<file path="config.mk">
export PLATFORM = sky130hd
export DESIGN_NAME = irt_timer
export DESIGN_NICKNAME = d
export VERILOG_FILES = /design/src/rtl/irt_pkg.sv /design/src/rtl/irt_evt_irq.sv /design/src/rtl/irt_prescaler.sv /design/src/rtl/irt_timer.sv
export SDC_FILE = /design/constraint.sdc
export NUM_CORES = 1
export LEC_CHECK = 0
export BUFFER_PORTS_ARGS = -buffer_cell sky130_fd_sc_hd__buf_4
export CAP_MARGIN = 20
export CORE_MARGIN = 10
export CORE_UTILIZATION = 50
export DETAILED_ROUTE_END_ITERATION = 7
export HOLD_SLACK_MARGIN = 0.02
export PLACE_DENSITY = 0.84
export REMOVE_ABC_BUFFERS = 1
export SLEW_MARGIN = 20
export SYNTH_ARGS = -nofsm -noshare
export SYNTH_HDL_FRONTEND = slang
export SYNTH_SLANG_ARGS = --single-unit
</file>
<file path="constraint.sdc">
create_clock -name core_clk_i -period 4.51 [get_ports core_clk_i]
set_input_delay 0.902 -clock core_clk_i [delete_from_list [all_inputs] [get_ports core_clk_i]]
set_output_delay 0.902 -clock core_clk_i [all_outputs]
set_load 0.05 [all_outputs]
</file>
<file path="src/rtl/irt_pkg.sv">
// Package of the prescaled interval timer: register indices, field
// positions, reset values, prescaler reload counts and bus carrier types.
// Assumes a classic Wishbone slave with 32-bit data and byte addressing.
package irt_pkg;

  // ==========================================================================
  // Register indices (byte address is four times the index)
  // ==========================================================================
  localparam logic [4:0] IDX_TIMER_COUNT     = 5'h04;
  localparam logic [4:0] IDX_FLAG_STATUS     = 5'h05;
  localparam logic [4:0] IDX_TIMER_COUNT_IRQ = 5'h0C;
  localparam logic [4:0] IDX_EVT_STATUS      = 5'h10;
  localparam logic [4:0] IDX_EVT_MASK        = 5'h11;

  // Index bit positions used by the timer address groups
  localparam int IDX_BIT_GROUP  = 2;  // Set inside 4-7 and C-F
  localparam int IDX_BIT_STATUS = 0;  // Selects flag status on reads
  localparam int IDX_BIT_IRQEN  = 3;  // Interrupt enable on timer access
  localparam int IDX_BIT_HIGH   = 4;  // Set only for the event registers

  // ==========================================================================
  // Field positions and reset values
  // ==========================================================================
  localparam int         FLAG_BIT       = 7;      // Timer flag in status
  localparam int         EVT_UFL_BIT    = 0;      // Underflow event bit
  localparam logic [7:0] COUNT_RST      = 8'hFF;
  localparam logic [7:0] COUNT_WRAP     = 8'hFF;
  localparam logic [7:0] COUNT_ZERO     = 8'h00;
  localparam logic [7:0] EVT_RST        = 8'h00;
  localparam logic [7:0] EVT_IMPL_MASK  = 8'h01;  // Implemented event bits
  localparam logic [1:0] DIV_SEL_RST    = 2'h0;

  // ==========================================================================
  // Prescaler reload counts (interval minus one) for divide 1/8/64/1024
  // ==========================================================================
  localparam logic [9:0] PRE_RELOAD_1    = 10'h000;
  localparam logic [9:0] PRE_RELOAD_8    = 10'h007;
  localparam logic [9:0] PRE_RELOAD_64   = 10'h03F;
  localparam logic [9:0] PRE_RELOAD_1024 = 10'h3FF;
  localparam logic [9:0] PRE_RST         = 10'h000;

  // ==========================================================================
  // Bus carrier
  // ==========================================================================
  typedef struct packed {
    logic [4:0] idx;
    logic       we;
    logic       lane0;
    logic [7:0] wdat;
  } irt_req_t;

endpackage

</file>
<file path="src/rtl/irt_evt_irq.sv">
// Sticky event status with write-one-to-clear, a mask of the same layout
// and a level interrupt. Assumes strobes come from the same clock.
`timescale 1ns/100ps

module irt_evt_irq
(
  // Clock and reset
  input  wire logic       core_clk_i,
  input  wire logic       rst_n_i,
  // Event and software access
  input  wire logic [7:0] evt_i,
  input  wire logic       clr_wr_i,
  input  wire logic       mask_wr_i,
  input  wire logic [7:0] wdat_i,
  // State and interrupt
  output logic      [7:0] status_o,
  output logic      [7:0] mask_o,
  output logic            irq_o
);

  logic [7:0] status_q;
  logic [7:0] status_d;
  logic [7:0] mask_q;
  logic [7:0] mask_d;

  // Set wins over a clear in the same cycle
  always_comb
  begin
    status_d = status_q;
    mask_d   = mask_q;
    if (clr_wr_i)
      status_d = status_q & ~wdat_i;
    status_d = (status_d | evt_i) & irt_pkg::EVT_IMPL_MASK;
    if (mask_wr_i)
      mask_d = wdat_i & irt_pkg::EVT_IMPL_MASK;
  end

  // Status and mask registers
  always_ff @(posedge core_clk_i)
  begin
    if (!rst_n_i)
    begin
      status_q <= irt_pkg::EVT_RST;
      mask_q   <= irt_pkg::EVT_RST;
    end
    else
    begin
      status_q <= status_d;
      mask_q   <= mask_d;
    end
  end

  assign status_o = status_q;
  assign mask_o   = mask_q;
  assign irq_o    = |(status_q & mask_q);

endmodule // irt_evt_irq

</file>
<file path="src/rtl/irt_prescaler.sv">
// Prescaler of the interval timer: a one-cycle enable pulse every 1, 8,
// 64 or 1024 clocks. Assumes the restart strobe comes from the same clock.
`timescale 1ns/100ps

module irt_prescaler
(
  // Clock and reset
  input  wire logic       core_clk_i,
  input  wire logic       rst_n_i,
  // Control
  input  wire logic       restart_i,
  input  wire logic [1:0] div_sel_i,
  // Enable pulse
  output logic            tick_o
);

  logic [9:0] pre_q;
  logic [9:0] pre_d;
  logic [9:0] reload;

  // Reload count for the selected divisor
  always_comb
  begin
    case (div_sel_i)
      2'h0:    reload = irt_pkg::PRE_RELOAD_1;
      2'h1:    reload = irt_pkg::PRE_RELOAD_8;
      2'h2:    reload = irt_pkg::PRE_RELOAD_64;
      default: reload = irt_pkg::PRE_RELOAD_1024;
    endcase
  end

  // Pulse at zero; a restart forces zero so the pulse comes next cycle
  assign tick_o = (pre_q == 10'h000);

  always_comb
  begin
    if (restart_i)
      pre_d = 10'h000;
    else if (tick_o)
      pre_d = reload;
    else
      pre_d = pre_q - 10'h001;
  end

  // Prescaler count register
  always_ff @(posedge core_clk_i)
  begin
    if (!rst_n_i)
      pre_q <= irt_pkg::PRE_RST;
    else
      pre_q <= pre_d;
  end

endmodule // irt_prescaler

</file>
<file path="src/rtl/irt_timer.sv">
// Prescaled 8-bit down-counting interval timer with a classic Wishbone
// slave. Assumes a single 50 MHz clock and a synchronous active-low reset.
//
// Added by the designer: the Wishbone slave port.
`timescale 1ns/100ps

module irt_timer
(
  // Clock and reset
  input  wire logic        core_clk_i,
  input  wire logic        rst_n_i,
  // Wishbone slave
  input  wire logic        wb_cyc_i,
  input  wire logic        wb_stb_i,
  input  wire logic        wb_we_i,
  input  wire logic [7:0]  wb_adr_i,
  input  wire logic [3:0]  wb_sel_i,
  input  wire logic [31:0] wb_dat_i,
  output logic      [31:0] wb_dat_o,
  output logic             wb_ack_o,
  // Interrupt
  output logic             irq_o
);

  // ==========================================================================
  // Declarations
  // ==========================================================================
  irt_pkg::irt_req_t req;

  logic        ack_q;
  logic        ack_d;
  logic [31:0] rdat_q;
  logic [31:0] rdat_d;
  logic        access;

  logic        tmr_wr;
  logic        tmr_rd;
  logic        flag_rd;
  logic        evt_st_rd;
  logic        evt_mk_rd;
  logic        evt_clr_wr;
  logic        evt_mk_wr;

  logic [7:0]  count_q;
  logic [7:0]  count_d;
  logic        flag_q;
  logic        flag_d;
  logic        fast_q;
  logic        fast_d;
  logic        irq_en_q;
  logic        irq_en_d;
  logic [1:0]  div_sel_q;
  logic [1:0]  div_sel_d;

  logic        tick;
  logic        step;
  logic        underflow;
  logic [7:0]  evt_set;
  logic [7:0]  evt_status;
  logic [7:0]  evt_mask;
  logic        evt_irq;

  // ==========================================================================
  // Bus request capture
  // ==========================================================================

  // Pack the Wishbone request into the carrier
  always_comb
  begin
    req.idx   = wb_adr_i[6:2];
    req.we    = wb_we_i;
    req.lane0 = wb_sel_i[0];
    req.wdat  = wb_dat_i[7:0];
  end

  // A request is served in the cycle before ack rises
  assign access = wb_cyc_i & wb_stb_i & ~ack_q;

  // ==========================================================================
  // Address decode
  // ==========================================================================

  // Timer groups 4-7 and C-F; event registers above
  always_comb
  begin
    tmr_wr     = 1'b0;
    tmr_rd     = 1'b0;
    flag_rd    = 1'b0;
    evt_st_rd  = 1'b0;
    evt_mk_rd  = 1'b0;
    evt_clr_wr = 1'b0;
    evt_mk_wr  = 1'b0;
    if (!access)
    begin
      tmr_wr = 1'b0;
    end
    else if (req.idx == irt_pkg::IDX_EVT_STATUS)
    begin
      evt_st_rd  = ~req.we;
      evt_clr_wr = req.we & req.lane0;
    end
    else if (req.idx == irt_pkg::IDX_EVT_MASK)
    begin
      evt_mk_rd = ~req.we;
      evt_mk_wr = req.we & req.lane0;
    end
    else if (!req.idx[irt_pkg::IDX_BIT_HIGH] &&
             req.idx[irt_pkg::IDX_BIT_GROUP])
    begin
      if (req.we)
        tmr_wr = req.lane0;
      else if (req.idx[irt_pkg::IDX_BIT_STATUS])
        flag_rd = 1'b1;
      else
        tmr_rd = 1'b1;
    end
  end

  // ==========================================================================
  // Prescaler
  // ==========================================================================

  // Restarted by each timer write so it pulses on the next cycle
  irt_prescaler u_prescaler
  (
    .core_clk_i (core_clk_i),
    .rst_n_i    (rst_n_i),
    .restart_i  (tmr_wr),
    .div_sel_i  (div_sel_q),
    .tick_o     (tick)
  );

  // ==========================================================================
  // Counter
  // ==========================================================================

  // Single-cycle mode steps every clock, else on prescaler pulses only
  assign step      = fast_q | tick;
  assign underflow = step & ~tmr_wr &
                     (count_q == irt_pkg::COUNT_ZERO);

  // Next count, mode and divisor
  always_comb
  begin
    count_d   = count_q;
    fast_d    = fast_q;
    div_sel_d = div_sel_q;
    if (tmr_wr)
    begin
      count_d   = req.wdat;
      div_sel_d = req.idx[1:0];
      fast_d    = 1'b0;
    end
    else
    begin
      if (underflow)
      begin
        count_d = irt_pkg::COUNT_WRAP;
        fast_d  = 1'b1;
      end
      else if (step)
        count_d = count_q - 8'h01;
      if (tmr_rd && !underflow)
        fast_d = 1'b0;
    end
  end

  // A load in the same cycle as an underflow wins: the write restarts
  // the count and suppresses the underflow, so the flag stays clear.
  // Counter, mode and divisor registers
  always_ff @(posedge core_clk_i)
  begin
    if (!rst_n_i)
    begin
      count_q   <= irt_pkg::COUNT_RST;
      fast_q    <= 1'b0;
      div_sel_q <= irt_pkg::DIV_SEL_RST;
    end
    else
    begin
      count_q   <= count_d;
      fast_q    <= fast_d;
      div_sel_q <= div_sel_d;
    end
  end

  // ==========================================================================
  // Flag and interrupt enable
  // ==========================================================================

  // Underflow in the read cycle keeps the flag set
  always_comb
  begin
    flag_d   = flag_q;
    irq_en_d = irq_en_q;
    if (tmr_wr || tmr_rd)
    begin
      irq_en_d = req.idx[irt_pkg::IDX_BIT_IRQEN];
      flag_d   = 1'b0;
    end
    if (underflow)
      flag_d = 1'b1;
  end

  // The enable is captured on every counter access, read or write, so a
  // read through an enable-off address also silences the timer flag term of the output; a masked event still drives it.
  // Flag and enable registers
  always_ff @(posedge core_clk_i)
  begin
    if (!rst_n_i)
    begin
      flag_q   <= 1'b0;
      irq_en_q <= 1'b0;
    end
    else
    begin
      flag_q   <= flag_d;
      irq_en_q <= irq_en_d;
    end
  end

  // ==========================================================================
  // Event status, mask and interrupt
  // ==========================================================================

  // Underflow also lands as a sticky event
  always_comb
  begin
    evt_set              = 8'h00;
    evt_set[irt_pkg::EVT_UFL_BIT] = underflow;
  end

  irt_evt_irq u_evt_irq
  (
    .core_clk_i (core_clk_i),
    .rst_n_i    (rst_n_i),
    .evt_i      (evt_set),
    .clr_wr_i   (evt_clr_wr),
    .mask_wr_i  (evt_mk_wr),
    .wdat_i     (req.wdat),
    .status_o   (evt_status),
    .mask_o     (evt_mask),
    .irq_o      (evt_irq)
  );

  // Timer flag gated by captured enable, or a masked event
  assign irq_o = (flag_q & irq_en_q) | evt_irq;

  // ==========================================================================
  // Read data and acknowledge
  // ==========================================================================

  // Read mux; unmapped indices read zero and are still acknowledged
  always_comb
  begin
    rdat_d = rdat_q;
    ack_d  = access;
    if (access)
    begin
      rdat_d = 32'h0000_0000;
      if (tmr_rd)
        rdat_d[7:0] = count_q;
      else if (flag_rd)
        rdat_d[irt_pkg::FLAG_BIT] = flag_q;
      else if (evt_st_rd)
        rdat_d[7:0] = evt_status;
      else if (evt_mk_rd)
        rdat_d[7:0] = evt_mask;
    end
  end

  // Bus response registers
  always_ff @(posedge core_clk_i)
  begin
    if (!rst_n_i)
    begin
      ack_q  <= 1'b0;
      rdat_q <= 32'h0000_0000;
    end
    else
    begin
      ack_q  <= ack_d;
      rdat_q <= rdat_d;
    end
  end

  assign wb_ack_o = ack_q;
  assign wb_dat_o = rdat_q;

endmodule // irt_timer

</file>
==> qor.yml <==
status: "complete, no violations"
wl_per_cell_um: 13.6
synth-xor-area-share: 0.0617
clockRootBuffer: "clkbuf_8"
muxShareOfSynthArea: 0.0271
synth_top_cell_area_share: 0.369
seq_power_share: 0.420
synth_top_family_by_area: "simple AND/OR/NAND/NOR gates"
ant_nets: 0
p_int_uw: 593
async_flop_share: 0
initialDrtViolationCount: 83
track_usage: 0.124
setup_viol: 0
endpoint: "count_q[3]$_SDFFE_PN1P_"
clk_latency_ns: 0.28
cts_sinks: 34
first_pass_iters: 4
setup_ws_ns: 1.86
ctsResizeCount: 0
yosys_register_bits: 34
r2r-start: "wb_ack_o$_SDFF_PN0_"
synth-adder-area-share: 0.0271
htreeDepth: 2
leakage_uw: 0.000920
finalCriticalPeriod_ns: 2.65
antenna_found_initial: 0
yosys-top-cells-count: "dfxtp_1, buf_4, nand2_1"
yosysMostFrequentCell: "dfxtp_1"
final_max_slew_viol_count: 0
coreArea_um2: 3610
postLayoutCellArea_um2: 2070
start_util: 0.512
hold_viol: 0
relSlewSlack: 0.455
synth_edf_count: 0
worstMarginPinSlew_ns: 0.811
antenna_cells: 0
endpoint_kind: "flop"
grt_pass1_vias: 1434
vdd.ir_drop.worst_mv: 0.239
powerDensity_nw_per_um2: 456
arrival_ns: 2.79
synth-compound-area-share: 0.163
worst_ep_required_time_ns: 4.64
dpl_worst_slack_ns: 1.54
synth_warnings: 0
worstPathMaxFanout: 15
switching_share: 0.373
ff_latch_area_um2: 681
rr_worst_depth: 4
clockBufferDepth: 2
fmax_mhz: 377
drc: 0
worstSetupStartpointType: "input port"
vias: 1511
multi_input_area_um2: 992
combPwrFrac: 0.352
wl_met2_mm: 1.92
final.setup.tns_ns: 0
drive_gt1_frac: 0.185
pin_count: 83
nFillCells: 344
clkSlewWorstSetupHoldPaths_ns: 0.06
hpwl_mm: 3.03
grt_pass1_wl_mm: 6.53
die-area_um2: 6520
dr_wl_met3_um: 406
max_cap_violations: 0
fin_crit_sh: 0.589
grt-ovfl-total: 0
r2r_slack_ns: 2.16
top_layer_used: "met4"
syn_to_final_growth_pct: 12.4
synth_cell_types: 41
cts_buffers: 5
final_cells: 291
wl_met1_mm: 1.61
die_w_um: 80.8
syn-cell-area_um2: 1850
place_inst: 285
startpoint: "wb_stb_i"
timing.rr.end: "count_q[3]$_SDFFE_PN1P_"
grt_max_degree: 17
hp-class: "flop to flop"
viasPerCell: 5.19
finClkSkew_ns: 0.00471
synth-simple-area-share: 0.210
hold_buffers: 0
placed_area_um2: 1990
synth-main-ff-cell: "dfxtp_1"
drt_wl_total_mm: 3.97
power.switching_uw: 353
cts_tree: "done"
pwr-share-clk: 0.228
syn_avg_cell_area_um2: 8.50
grt_setup_unrepaired: "false"
postCtsSetupRepairBufs: 0
ys_seq_area_frac: 0.369
std_cell_rows: 22
path_class: "input port to flop"
syn-instance-count: 217
ys_top_cells_by_area: "dfxtp_1, buf_4, a21oi_1"
synth_top_cell_by_area: "dfxtp_1"
final_nets: 297
gp_congestion: 0.792
numPortBuffers: 28
fp.dieH_um: 80.8
[through the flow]
stage	total power, uW	util	hold slack [ns]
2_1_floorplan	661	-	0.432
3_3_place_gp	721	0.552	0.445
3_5_place_dp	732	0.552	0.447
4_1_cts	952	0.575	0.456
5_1_grt	1010	0.575	0.501
6_report	947	0.575	0.457
[state kept, by name, summed over array words and instances (netlist names)]
signal	count
div_sel_q	2
irq_en_q	1
wb_dat_o	8
u_evt_irq.mask_o	1
u_evt_irq.status_o	1
wb_ack_o	1
flag_q	1
fast_q	1
u_prescaler.pre_q	10
count_q	8
[routing by layer]
| metal | track usage | up-vias |
|---|---|---|
| li1 | - | 764 |
| met1 | 0.131 | 698 |
| met2 | 0.209 | 45 |
| met3 | 0.0552 | 4 |
| met4 | 0.0536 | 0 |
| met5 | 0 | - |
[cells in the final DEF, fill, tap and decap left out, drive strengths merged, types with 2 or more instances in the layout]
master and instances:
nor4b 2, nor4 5, o311ai 3, xor2 4, buf 29, ha 4, a32oi 4, a22oi 6
nor3 7, mux2i 5, nand2 23, nor2 18, dfxtp 34, clkbuf 6, o21ai 4, nand2b 2
a21oi 18, o211ai 4, or3 2, or4 2, conb 24, nand3 4, xnor2 9, and3 3
inv 11
[worst max-delay path, cell delays in order]
cell and delay (ns):
buf_4 0.08, nand3b_1 0.36, or3_1 0.77, a211oi_1 0.55, a32oi_1 0.13
[cell type report]
class	instances	share of cell area
tap	48	0.0290
sequential	34	0.328
multi-input combinational	163	0.478
inverter	11	0.0199
timing repair buffer	29	0.105
clock buffer	6	0.0398
[how the worst min path moves through the flow]
stage                                         from                  endpoint  slack [ns]  cells after the start
final                        irq_en_q$_SDFFE_PN0P_     irq_en_q$_SDFFE_PN0P_        0.46                      2
after global routing      wb_dat_o[0]$_SDFFE_PN0P_  wb_dat_o[0]$_SDFFE_PN0P_        0.50                      2
after CTS                    irq_en_q$_SDFFE_PN0P_     irq_en_q$_SDFFE_PN0P_        0.46                      2
after detailed placement     irq_en_q$_SDFFE_PN0P_     irq_en_q$_SDFFE_PN0P_        0.45                      2
after global placement    wb_dat_o[0]$_SDFFE_PN0P_  wb_dat_o[0]$_SDFFE_PN0P_        0.44                      2
after floorplan              irq_en_q$_SDFFE_PN0P_     irq_en_q$_SDFFE_PN0P_        0.43                      2
[kinds of logic after synthesis]
family / Yosys count
muxes: 5
xor gates and xnor gates: 13
DFF: 34
buffers and inverters: 43
adders and majority gates: 4
and+or+nand+nor: 73
other: 1
AOI/OAI and AO/OA: 44
[power by group through the flow]
stage	registers (uW)	logic, uW	clock network, uW
finish	398	333	216
global placement	400	321	0
global route	404	371	236
CTS	396	334	222
detailed placement	402	330	0
floorplan	395	266	0
Power figures use the tool's default switching activity.
